--- src/logic/arsl_pkg.sv ---
// Purpose: Shared constants and types for the analog range status logic.
// Assumes: 16-bit signed native words, 32-bit APB data.
// Notes: Register offsets are byte addresses on the APB.
package arsl_pkg;

  // Number of analog input channels.
  localparam int CH_COUNT = 2;

  // Register byte offsets.
  localparam logic [11:0] OFS_CTRL = 12'h000;
  localparam logic [11:0] OFS_LIM_HI = 12'h004;
  localparam logic [11:0] OFS_LIM_LO = 12'h008;
  localparam logic [11:0] OFS_IN0 = 12'h00c;
  localparam logic [11:0] OFS_IN1 = 12'h010;
  localparam logic [11:0] OFS_OUT = 12'h014;
  localparam logic [11:0] OFS_STATUS = 12'h018;
  localparam logic [11:0] OFS_DIAG = 12'h01c;

  // Control register field positions.
  localparam int CTRL_PARAM = 0;
  localparam int CTRL_GDIAG = 1;
  localparam int CTRL_DINT = 2;
  localparam int CTRL_LINT = 3;
  localparam int CTRL_LEGACY = 4;

  // Diagnostic area: two bits per channel, then the supply bit.
  localparam int DIAG_W = 5;
  localparam int DIAG_SUPPLY = 4;

  // Native format range limits.
  localparam logic signed [15:0] NAT_RATED_HI = 16'sh6c00;
  localparam logic signed [15:0] NAT_RATED_LO = 16'sh9400;
  localparam logic signed [15:0] NAT_OVR_HI = 16'sh7eff;
  localparam logic signed [15:0] NAT_UND_LO = 16'sh8100;

  // Native to legacy scale divisor and legacy range ends.
  localparam logic signed [15:0] LEG_DIV = 16'sh001b;
  localparam logic [12:0] LEG_OVF = 13'h04b5;
  localparam logic [12:0] LEG_UNF = 13'h1b4b;

  // Substitute codes.
  localparam logic [15:0] CODE_OVF = 16'h7fff;
  localparam logic [15:0] CODE_UNF = 16'h8000;
  localparam logic [15:0] CODE_INVALID = 16'h7fff;
  localparam logic [15:0] CODE_WB_LEG = 16'h06e6;
  localparam logic [15:0] CODE_ZERO = 16'h0000;

  // Reset values.
  localparam logic signed [15:0] LIM_HI_RST = 16'sh6c00;
  localparam logic signed [15:0] LIM_LO_RST = 16'sh9400;

  // Range class of one value.
  typedef enum logic [2:0] {
    CLS_RATED,
    CLS_OVER_UNDER,
    CLS_OVERFLOW,
    CLS_UNDERFLOW,
    CLS_UNPARAM,
    CLS_WIRE_BREAK
  } arsl_class_e;

  // One completed input conversion.
  typedef struct packed {
    logic valid;
    logic chan;
    logic wire_break;
    logic signed [15:0] value;
  } arsl_conv_s;

  // Whole register state of the main module.
  typedef struct packed {
    logic param_valid;
    logic group_diag_en;
    logic diag_int_en;
    logic limit_int_en;
    logic legacy_fmt;
    logic signed [15:0] lim_hi;
    logic signed [15:0] lim_lo;
    logic [15:0] out_req;
    logic [15:0] dac_value;
    logic [CH_COUNT-1:0][15:0] in_word;
    logic [CH_COUNT-1:0] outside;
    arsl_class_e [CH_COUNT-1:0] in_class;
    arsl_class_e out_class;
    logic [DIAG_W-1:0] diag;
    logic sup_meta;
    logic sup_sync;
    logic sup_prev;
    logic fault;
    logic diag_int;
    logic limit_int;
  } arsl_state_s;

endpackage

--- src/logic/arsl_range_class.sv ---
// Purpose: Classify one analog word by range and build its reported word.
// Assumes: Value is in the signed native scale.
// Notes: Purely combinational; the caller registers the results.
`timescale 1ns/1ps
module arsl_range_class
  import arsl_pkg::*;
(
  // Sample to classify
  input wire logic signed [15:0] value,
  input wire logic wire_break,
  // Configuration
  input wire logic param_ok,
  input wire logic legacy_fmt,
  // Result
  output arsl_class_e range_class,
  output logic [15:0] word
);

  // Value rescaled to the legacy unit count.
  logic signed [15:0] scaled;

  assign scaled = value / LEG_DIV;

  // Pick the class; parameter state and wire break come first.
  always_comb begin
    if (!param_ok) begin
      range_class = CLS_UNPARAM;
    end else if (wire_break) begin
      range_class = CLS_WIRE_BREAK;
    end else if (value > NAT_OVR_HI) begin
      range_class = CLS_OVERFLOW;
    end else if (value < NAT_UND_LO) begin
      range_class = CLS_UNDERFLOW;
    end else if (value > NAT_RATED_HI || value < NAT_RATED_LO) begin
      range_class = CLS_OVER_UNDER;
    end else begin
      range_class = CLS_RATED;
    end
  end

  // Build the reported word; bit 0 is the legacy overflow bit.
  always_comb begin
    case (range_class)
      CLS_UNPARAM: begin
        word = CODE_INVALID;
      end
      CLS_WIRE_BREAK: begin
        word = legacy_fmt ? (CODE_WB_LEG | 16'h0001) : CODE_OVF;
      end
      CLS_OVERFLOW: begin
        word = legacy_fmt ? {LEG_OVF, 3'h1} : CODE_OVF;
      end
      CLS_UNDERFLOW: begin
        word = legacy_fmt ? {LEG_UNF, 3'h1} : CODE_UNF;
      end
      default: begin
        // Measured value passes through unchanged, or scaled by LEG_DIV in legacy format.
        word = legacy_fmt ? {scaled[12:0], 3'h0} : value;
      end
    endcase
  end

endmodule

--- src/logic/arsl_core.sv ---
// Purpose: Range status, substitute codes and fault report for analog I/O.
// Assumes: Conversions and output ticks come from logic on pclk.
// Notes: APB slave with zero wait states.
//
// Overview of operation
// - Supply failure shown and logged in diagnostics.
// - Rated and over/under-range values pass unchanged in native format.
// - Overflow and underflow load fixed substitute codes.
// - Unparameterized channel reads 7FFF, lights fault.
// - Fault light and channel entries need group diagnosis.
// - Diagnostic and limit interrupts, each behind enable.
// - Wire break loads its own code in legacy format, the overflow code 7FFF in native.
// - Outputs zeroed outside range; only unparameterized faults.
// - Input invalid until first conversion after parameters.
//
// Our own choices: the APB slave port and the register addresses.
`timescale 1ns/1ps
module arsl_core
  import arsl_pkg::*;
(
  // Clock and reset
  input wire logic pclk,
  input wire logic presetn,
  // APB slave
  input wire logic psel,
  input wire logic penable,
  input wire logic pwrite,
  input wire logic [11:0] paddr,
  input wire logic [31:0] pwdata,
  output logic [31:0] prdata,
  output logic pready,
  output logic pslverr,
  // Converter side
  input wire arsl_conv_s conv,
  input wire logic dac_tick,
  // Supply sense pin
  input wire logic supply_ok_pin,
  // Results
  output logic [15:0] dac_value,
  output logic group_fault_indicator,
  output logic supply_indicator,
  output logic diag_int_req,
  output logic limit_int_req
);

  // Current and next register state.
  arsl_state_s s;
  arsl_state_s next_s;

  // Parameter set is usable.
  logic param_ok;

  // Classifier results for the input conversion.
  arsl_class_e in_cls;
  logic [15:0] in_cls_word;

  // Classifier result for the output word.
  arsl_class_e out_cls;

  // APB decode helpers.
  logic wr;
  logic rd;
  logic mapped;

  // Limit check on the current conversion.
  logic beyond;

  // Parameters are valid only when set and the limits are ordered.
  assign param_ok = s.param_valid && (s.lim_lo <= s.lim_hi);

  // Classify the incoming conversion.
  arsl_range_class u_in_class (
    .value(conv.value),
    .wire_break(conv.wire_break),
    .param_ok(param_ok),
    .legacy_fmt(s.legacy_fmt),
    .range_class(in_cls),
    .word(in_cls_word)
  );

  // Classify the master's output word.
  arsl_range_class u_out_class (
    .value(s.out_req),
    .wire_break(1'b0),
    .param_ok(param_ok),
    .legacy_fmt(1'b0),
    .range_class(out_cls),
    .word()
  );

  // Zero wait states; an access completes in its first access cycle.
  assign pready = 1'b1;
  assign wr = psel && penable && pwrite;
  assign rd = psel && !pwrite;

  // Address decode for the mapped word offsets.
  always_comb begin
    case (paddr)
      OFS_CTRL, OFS_LIM_HI, OFS_LIM_LO, OFS_IN0, OFS_IN1,
      OFS_OUT, OFS_STATUS, OFS_DIAG: begin
        mapped = 1'b1;
      end
      default: begin
        mapped = 1'b0;
      end
    endcase
  end

  // Unmapped addresses answer with an error in the access phase.
  assign pslverr = psel && penable && !mapped;

  // Read mux; unused upper bits read as zero.
  always_comb begin
    prdata = 32'h0000_0000;
    if (rd) begin
      case (paddr)
        OFS_CTRL: begin
          prdata[CTRL_PARAM] = s.param_valid;
          prdata[CTRL_GDIAG] = s.group_diag_en;
          prdata[CTRL_DINT] = s.diag_int_en;
          prdata[CTRL_LINT] = s.limit_int_en;
          prdata[CTRL_LEGACY] = s.legacy_fmt;
        end
        OFS_LIM_HI: begin
          prdata[15:0] = s.lim_hi;
        end
        OFS_LIM_LO: begin
          prdata[15:0] = s.lim_lo;
        end
        OFS_IN0: begin
          prdata[15:0] = s.in_word[0];
        end
        OFS_IN1: begin
          prdata[15:0] = s.in_word[1];
        end
        OFS_OUT: begin
          prdata[15:0] = s.out_req;
        end
        OFS_STATUS: begin
          // Fault, supply, parameter state, output class, then input classes.
          prdata[0] = s.fault;
          prdata[1] = s.sup_sync;
          prdata[2] = param_ok;
          prdata[6:4] = s.out_class;
          prdata[10:8] = s.in_class[0];
          prdata[14:12] = s.in_class[1];
        end
        OFS_DIAG: begin
          prdata[DIAG_W-1:0] = s.diag;
        end
        default: begin
          prdata = 32'h0000_0000;
        end
      endcase
    end
  end

  // Limit crossing is judged only for a real measured value.
  assign beyond = (conv.value > s.lim_hi) || (conv.value < s.lim_lo);

  // Next state: conversions, output ticks, bus writes, then flag sets.
  always_comb begin
    next_s = s;
    // Interrupt requests are single-cycle pulses.
    next_s.diag_int = 1'b0;
    next_s.limit_int = 1'b0;

    // Supply sense passes two flops before any logic reads it.
    next_s.sup_meta = supply_ok_pin;
    next_s.sup_sync = s.sup_meta;
    next_s.sup_prev = s.sup_sync;

    // A finished conversion reclassifies its channel.
    if (conv.valid) begin
      next_s.in_word[conv.chan] = in_cls_word;
      next_s.in_class[conv.chan] = in_cls;
      // Overflow and underflow raise a diagnostic interrupt.
      if ((in_cls == CLS_OVERFLOW || in_cls == CLS_UNDERFLOW) &&
          s.diag_int_en) begin
        next_s.diag_int = 1'b1;
      end
      // Limit request only when the value newly leaves the band.
      if (in_cls == CLS_RATED || in_cls == CLS_OVER_UNDER) begin
        next_s.outside[conv.chan] = beyond;
        if (beyond && !s.outside[conv.chan] && s.limit_int_en) begin
          next_s.limit_int = 1'b1;
        end
      end else begin
        next_s.outside[conv.chan] = 1'b0;
      end
    end

    // The output follows the master only inside its valid range.
    if (dac_tick) begin
      next_s.out_class = out_cls;
      if (out_cls == CLS_RATED || out_cls == CLS_OVER_UNDER) begin
        next_s.dac_value = s.out_req;
      end else begin
        next_s.dac_value = CODE_ZERO;
      end
    end

    // Register writes; parameter writes restart the input words.
    if (wr && mapped) begin
      case (paddr)
        OFS_CTRL: begin
          next_s.param_valid = pwdata[CTRL_PARAM];
          next_s.group_diag_en = pwdata[CTRL_GDIAG];
          next_s.diag_int_en = pwdata[CTRL_DINT];
          next_s.limit_int_en = pwdata[CTRL_LINT];
          next_s.legacy_fmt = pwdata[CTRL_LEGACY];
          // Input invalid until the next conversion.
          next_s.in_word = {CH_COUNT{CODE_INVALID}};
          next_s.outside = '0;
        end
        OFS_LIM_HI: begin
          next_s.lim_hi = pwdata[15:0];
          next_s.in_word = {CH_COUNT{CODE_INVALID}};
        end
        OFS_LIM_LO: begin
          next_s.lim_lo = pwdata[15:0];
          next_s.in_word = {CH_COUNT{CODE_INVALID}};
        end
        OFS_OUT: begin
          // Held until the next output tick applies it.
          next_s.out_req = pwdata[15:0];
        end
        OFS_DIAG: begin
          // Write one to clear an entry.
          next_s.diag = s.diag & ~pwdata[DIAG_W-1:0];
        end
        default: begin
          next_s.diag = next_s.diag;
        end
      endcase
    end

    // Entries set after the clear so a same-cycle event survives.
    if (s.sup_prev && !s.sup_sync) begin
      next_s.diag[DIAG_SUPPLY] = 1'b1;
    end
    if (conv.valid && s.group_diag_en) begin
      if (in_cls == CLS_OVERFLOW) begin
        next_s.diag[{conv.chan, 1'b0}] = 1'b1;
      end
      if (in_cls == CLS_UNDERFLOW) begin
        next_s.diag[{conv.chan, 1'b1}] = 1'b1;
      end
    end

    // Group fault: parameter state or a channel out of range.
    next_s.fault = 1'b0;
    if (next_s.group_diag_en) begin
      if (!(next_s.param_valid &&
            (next_s.lim_lo <= next_s.lim_hi))) begin
        next_s.fault = 1'b1;
      end
      for (int c = 0; c < CH_COUNT; c++) begin
        if (next_s.in_class[c] == CLS_OVERFLOW ||
            next_s.in_class[c] == CLS_UNDERFLOW) begin
          next_s.fault = 1'b1;
        end
      end
    end
  end

  // State register; reset leaves inputs invalid and outputs at zero.
  always_ff @(posedge pclk or negedge presetn) begin
    if (!presetn) begin
      s.param_valid <= 1'b0;
      s.group_diag_en <= 1'b0;
      s.diag_int_en <= 1'b0;
      s.limit_int_en <= 1'b0;
      s.legacy_fmt <= 1'b0;
      s.lim_hi <= LIM_HI_RST;
      s.lim_lo <= LIM_LO_RST;
      s.out_req <= CODE_ZERO;
      s.dac_value <= CODE_ZERO;
      s.in_word <= {CH_COUNT{CODE_INVALID}};
      s.outside <= '0;
      s.in_class <= '{default: CLS_UNPARAM};
      s.out_class <= CLS_UNPARAM;
      s.diag <= '0;
      s.sup_meta <= 1'b0;
      s.sup_sync <= 1'b0;
      s.sup_prev <= 1'b0;
      s.fault <= 1'b0;
      s.diag_int <= 1'b0;
      s.limit_int <= 1'b0;
    end else begin
      s <= next_s;
    end
  end

  // Outputs come straight from state flops.
  assign dac_value = s.dac_value;
  assign group_fault_indicator = s.fault;
  assign supply_indicator = s.sup_sync;
  assign diag_int_req = s.diag_int;
  assign limit_int_req = s.limit_int;

endmodule

--- config.mk ---
export PLATFORM = sky130hd
export DESIGN_NAME = arsl_core
export DESIGN_NICKNAME = d
export VERILOG_FILES = /design/src/logic/arsl_pkg.sv /design/src/logic/arsl_range_class.sv /design/src/logic/arsl_core.sv
export SDC_FILE = /design/constraint.sdc
export NUM_CORES = 1
export LEC_CHECK = 0
export BUFFER_PORTS_ARGS = -buffer_cell sky130_fd_sc_hd__buf_2
export CAP_MARGIN = 20
export CORE_ASPECT_RATIO = 0.6
export CORE_MARGIN = 3
export CORE_UTILIZATION = 30
export DETAILED_ROUTE_END_ITERATION = 12
export GPL_TIMING_DRIVEN = 0
export SYNTH_ARGS = -nofsm -noshare
export SYNTH_HDL_FRONTEND = slang
export SYNTH_SLANG_ARGS = --single-unit
--- constraint.sdc ---
create_clock -name pclk -period 6.6 [get_ports pclk]
set_clock_uncertainty 0.05 [all_clocks]
set_input_delay 0.66 -clock pclk [delete_from_list [all_inputs] [get_ports pclk]]
set_output_delay 0.66 -clock pclk [all_outputs]
set_load 0.01 [all_outputs]
==> impl_summary.log <==
INFO  metric critPathLaunchType = input port
INFO  metric hold_vio_cnt_final = 0
INFO  metric grt_ovf = 0
INFO  metric rr_endpoint = s[36]$_DFF_PN1_
INFO  metric final_critical_path_setup_slack = -2319 ps
INFO  metric final_ant_viol_nets = 0
INFO  metric final_worst_path_period_share = 135.1%
INFO  metric maximum_clock_rate = 0.1121 GHz
INFO  metric violations = setup timing
INFO  metric total_leakage_power = 6.695 nW
INFO  metric cts_root_buffer = clkbuf_16
INFO  metric layout.core_utilization = 42.07%
INFO  metric reg2reg_setup_slack = 1140 ps
INFO  metric synth.ff_latch_count = 123
INFO  metric status = complete, but fails checks
INFO  metric cts.hold.buffers_added = 0
INFO  metric cts.path.max_buffers = 2
INFO  metric clock_latency_at_the_later_pin_of_the_worst_skew_pair = 420 ps
INFO  metric post_synth_most_frequent_cells = 165 x nand2_1, 106 x o21ai_0, 89 x nor2_1
INFO  metric die_width = 255.5 um
INFO  metric cts_made_buffers = 17
INFO  metric postSynthCellCount = 1372
INFO  metric max_cap_viol_count = 0
INFO  metric yosysWarningCount = 0
INFO  metric tightestPinTransition = 1118 ps
INFO  metric synth.lib_cells_used.distinct = 103
INFO  metric synth_area = 11210 sq um
INFO  metric dpl.hpwl = 34.02 mm
INFO  metric yosysMostFrequentCell = nand2_1
INFO  metric worst_r2r_startpoint = s[103]$_DFF_PN0_
INFO  metric criticalPathCategory = in -> reg
INFO  metric netlist.top_cell.by_area = dfrtp_1
INFO  metric grt_max_degree = 93
INFO  metric count_of_flip_flops_with_a_built_in_enable_after_synthesis = 0
INFO  metric slowest_stage = or4_4
INFO  metric grt_pass1_vias = 11140
INFO  metric synth-async-reset-ratio = 100.0%
INFO  metric power.ir.vdd_worst = about 0.0005 V
INFO  metric timing.max_slew.rel_slack = about 25%
INFO  metric grt_setup_unrepaired = true
INFO  metric grt_antenna_before_repair = 2
INFO  metric dr_total_vias = between 10000 and 15000
INFO  metric finalSetupViolations = 26
INFO  metric drc = 0
INFO  metric syn_avg_cell_area = 8.167 sq um
INFO  metric path_clk_slew = around 60 ps
INFO  metric cts_sinks = around 120
INFO  metric holdCritPathClass = in -> async
INFO  metric total_length_of_routed_wires = approximately 45 mm
INFO  metric routed_via_density = 5.728
INFO  metric synth_area_leaders = dfrtp_1 19%, dfstp_2 9.4%, ha_1 7.5%, nand2_1 5.5%, o21ai_0 4.7%
INFO  metric gp_routability_congestion = 0.9722
INFO  metric tritoncts = built
INFO  metric floorplan.core_area = 36550 sq um
INFO  metric ys_dominant_reg_cell = dfrtp_1
INFO  metric area.growth.synth_to_final = 37.22%
INFO  metric seq_area_frac_synth = 27.91%
INFO  metric grt_first_pass_wirelength = 67.12 mm
INFO  metric floorplan.rows = 54
INFO  metric most_frequent_cell_on_the_critical_path = buf_6
INFO  metric die_area = 39780 sq um
INFO  metric io-pin-count = 124
INFO  metric drt_first_pass_iters = 8
INFO  metric io_buffer_count = between 80 and 90
INFO  metric cp.required = 6880 ps
INFO  metric final_nets = around 1700
INFO  metric track_usage = 21.73%
INFO  metric synth_top_area_share = 18.54%
INFO  metric cpPeakStageDelay = approximately 560 ps
INFO  metric placement.setup.worst_slack = -3844 ps
INFO  metric initial_core_util = ~31%
INFO  metric critical_path_peak_fanout = 6
INFO  metric final_max_slew_viol_count = 0
INFO  metric htreeDepth = 4
INFO  metric cp_data_arrival_time = 9200 ps
INFO  metric final.min_clock_period = ~8900 ps
INFO  metric final_layout_size_suffix_gt1_share = 33.70%
INFO  metric reg2regPathDepth = 20
INFO  metric die-height = 155.7 um
INFO  metric pwr_density_cell = 464.9 nW/um^2
INFO  metric violation_count_after_the_first_detailed_routing_iteration = 1562
INFO  metric crit_path_end_kind = flop
INFO  metric wire_per_inst = 21.28 um
==> worst max-delay path: cells and delay by family <==
family | cells | cell delay, ps
AO/OA/AOI/OAI | 14 | 3320
buffers and inverters | 7 | 1060
multiplexers | 3 | 720
adder cells (fa/ha/maj) | 2 | 420
XOR/XNOR | 1 | 170
AND/OR/NAND/NOR | 12 | 2820
==> metrics by stage <==
| step | instance area, sq um | TNS, ps | std cells | hold slack [ps] | power [mW] |
|---|---|---|---|---|---|
| 2_1_floorplan | 11420 | -34480 | 1387 | 281.2 | 3.385 |
| 3_3_place_gp | 12500 | -83000 | 1980 | 282.0 | 4.070 |
| 3_5_place_dp | 12550 | -83220 | 1982 | 289.5 | 4.074 |
| 4_1_cts | 14760 | -43480 | 2083 | 69.46 | 6.547 |
| 5_1_grt | 15380 | -56110 | 2126 | 78.93 | 7.516 |
| 6_report | 15380 | -49800 | 2126 | 63.89 | 7.148 |
==> kinds of logic after synthesis <==
| logic type | share of synthesized area [%] |
|---|---|
| xor+xnor | 3.272 |
| buf+inv | 7.604 |
| compound gates | 27.78 |
| fa+ha+maj | 7.660 |
| simple gates | 20.75 |
| other cells | 0.06702 |
| mux | 4.958 |
| flops | 27.91 |
==> what timing repair did <==
item | CTS | global route
pin swaps | 77 | 51
setup buffers | 77 | 43
endpoints found under the setup margin | 26 | 26
gates resized for setup | 179 | 64
==> report_power, final <==
| part | switching, mW | leakage, nW | internal [mW] | total, mW |
|---|---|---|---|---|
| clock | 0.357 | 0.340 | 0.765 | 1.12 |
| combinational | 2.71 | 4.91 | 2.53 | 5.24 |
| sequential | 0.0107 | 1.44 | 0.780 | 0.791 |
==> cells in the final DEF, fill, tap and decap left out, drive strengths merged, types with 35 or more instances in the layout <==
cell type	n
nand2	166
a21oi	61
nand3	35
dfstp	40
mux2	35
o21ai	122
ha	67
clkbuf	69
inv	76
nor2	91
dfrtp	83
buf	256
==> sequential cells by signal (all words and copies together), names as in the netlist <==
register and cells:
diag_int_req 1, dac_value 16, group_fault_indicator 1, limit_int_req 1, s 102, next_s 1, supply_indicator 1
==> worst max path at each step <==
stage            start         endpoint  slack (ps)  cells past startpoint
2_1_floorplan  conv[4]  s[37]$_DFF_PN0_       -1810                     35
3_3_place_gp   conv[0]  s[35]$_DFF_PN1_       -3770                     36
3_5_place_dp   conv[0]  s[31]$_DFF_PN1_       -3840                     38
4_1_cts        conv[8]  s[35]$_DFF_PN1_       -2070                     38
5_1_grt        conv[8]  s[35]$_DFF_PN1_       -2580                     38
6_report       conv[8]  s[35]$_DFF_PN1_       -2320                     39
==> cell type report <==
cell class | instances | area, sq um
timing repair buffer | 209 | 1529
clock buffer | 20 | 456.7
antenna | 2 | 5.005
fill | 3607 | 21180
inverter | 78 | 299.0
multi-input combinational | 1082 | 8516
sequential | 123 | 3128
buffer | 96 | 570.5
clock inverter | 12 | 241.5
tap | 504 | 630.6
==> routing by layer <==
layer	wire length, um	share of wire (%)	up-vias	track usage [%]
li1	-	-	5513	-
met1	21420	47	6006	33.76
met2	17410	38	606	27.90
met3	5644	12	48	7.770
met4	555	1.2	4	3.714
met5	212	0.47	-	3.704
Power figures use the tool's default switching activity.
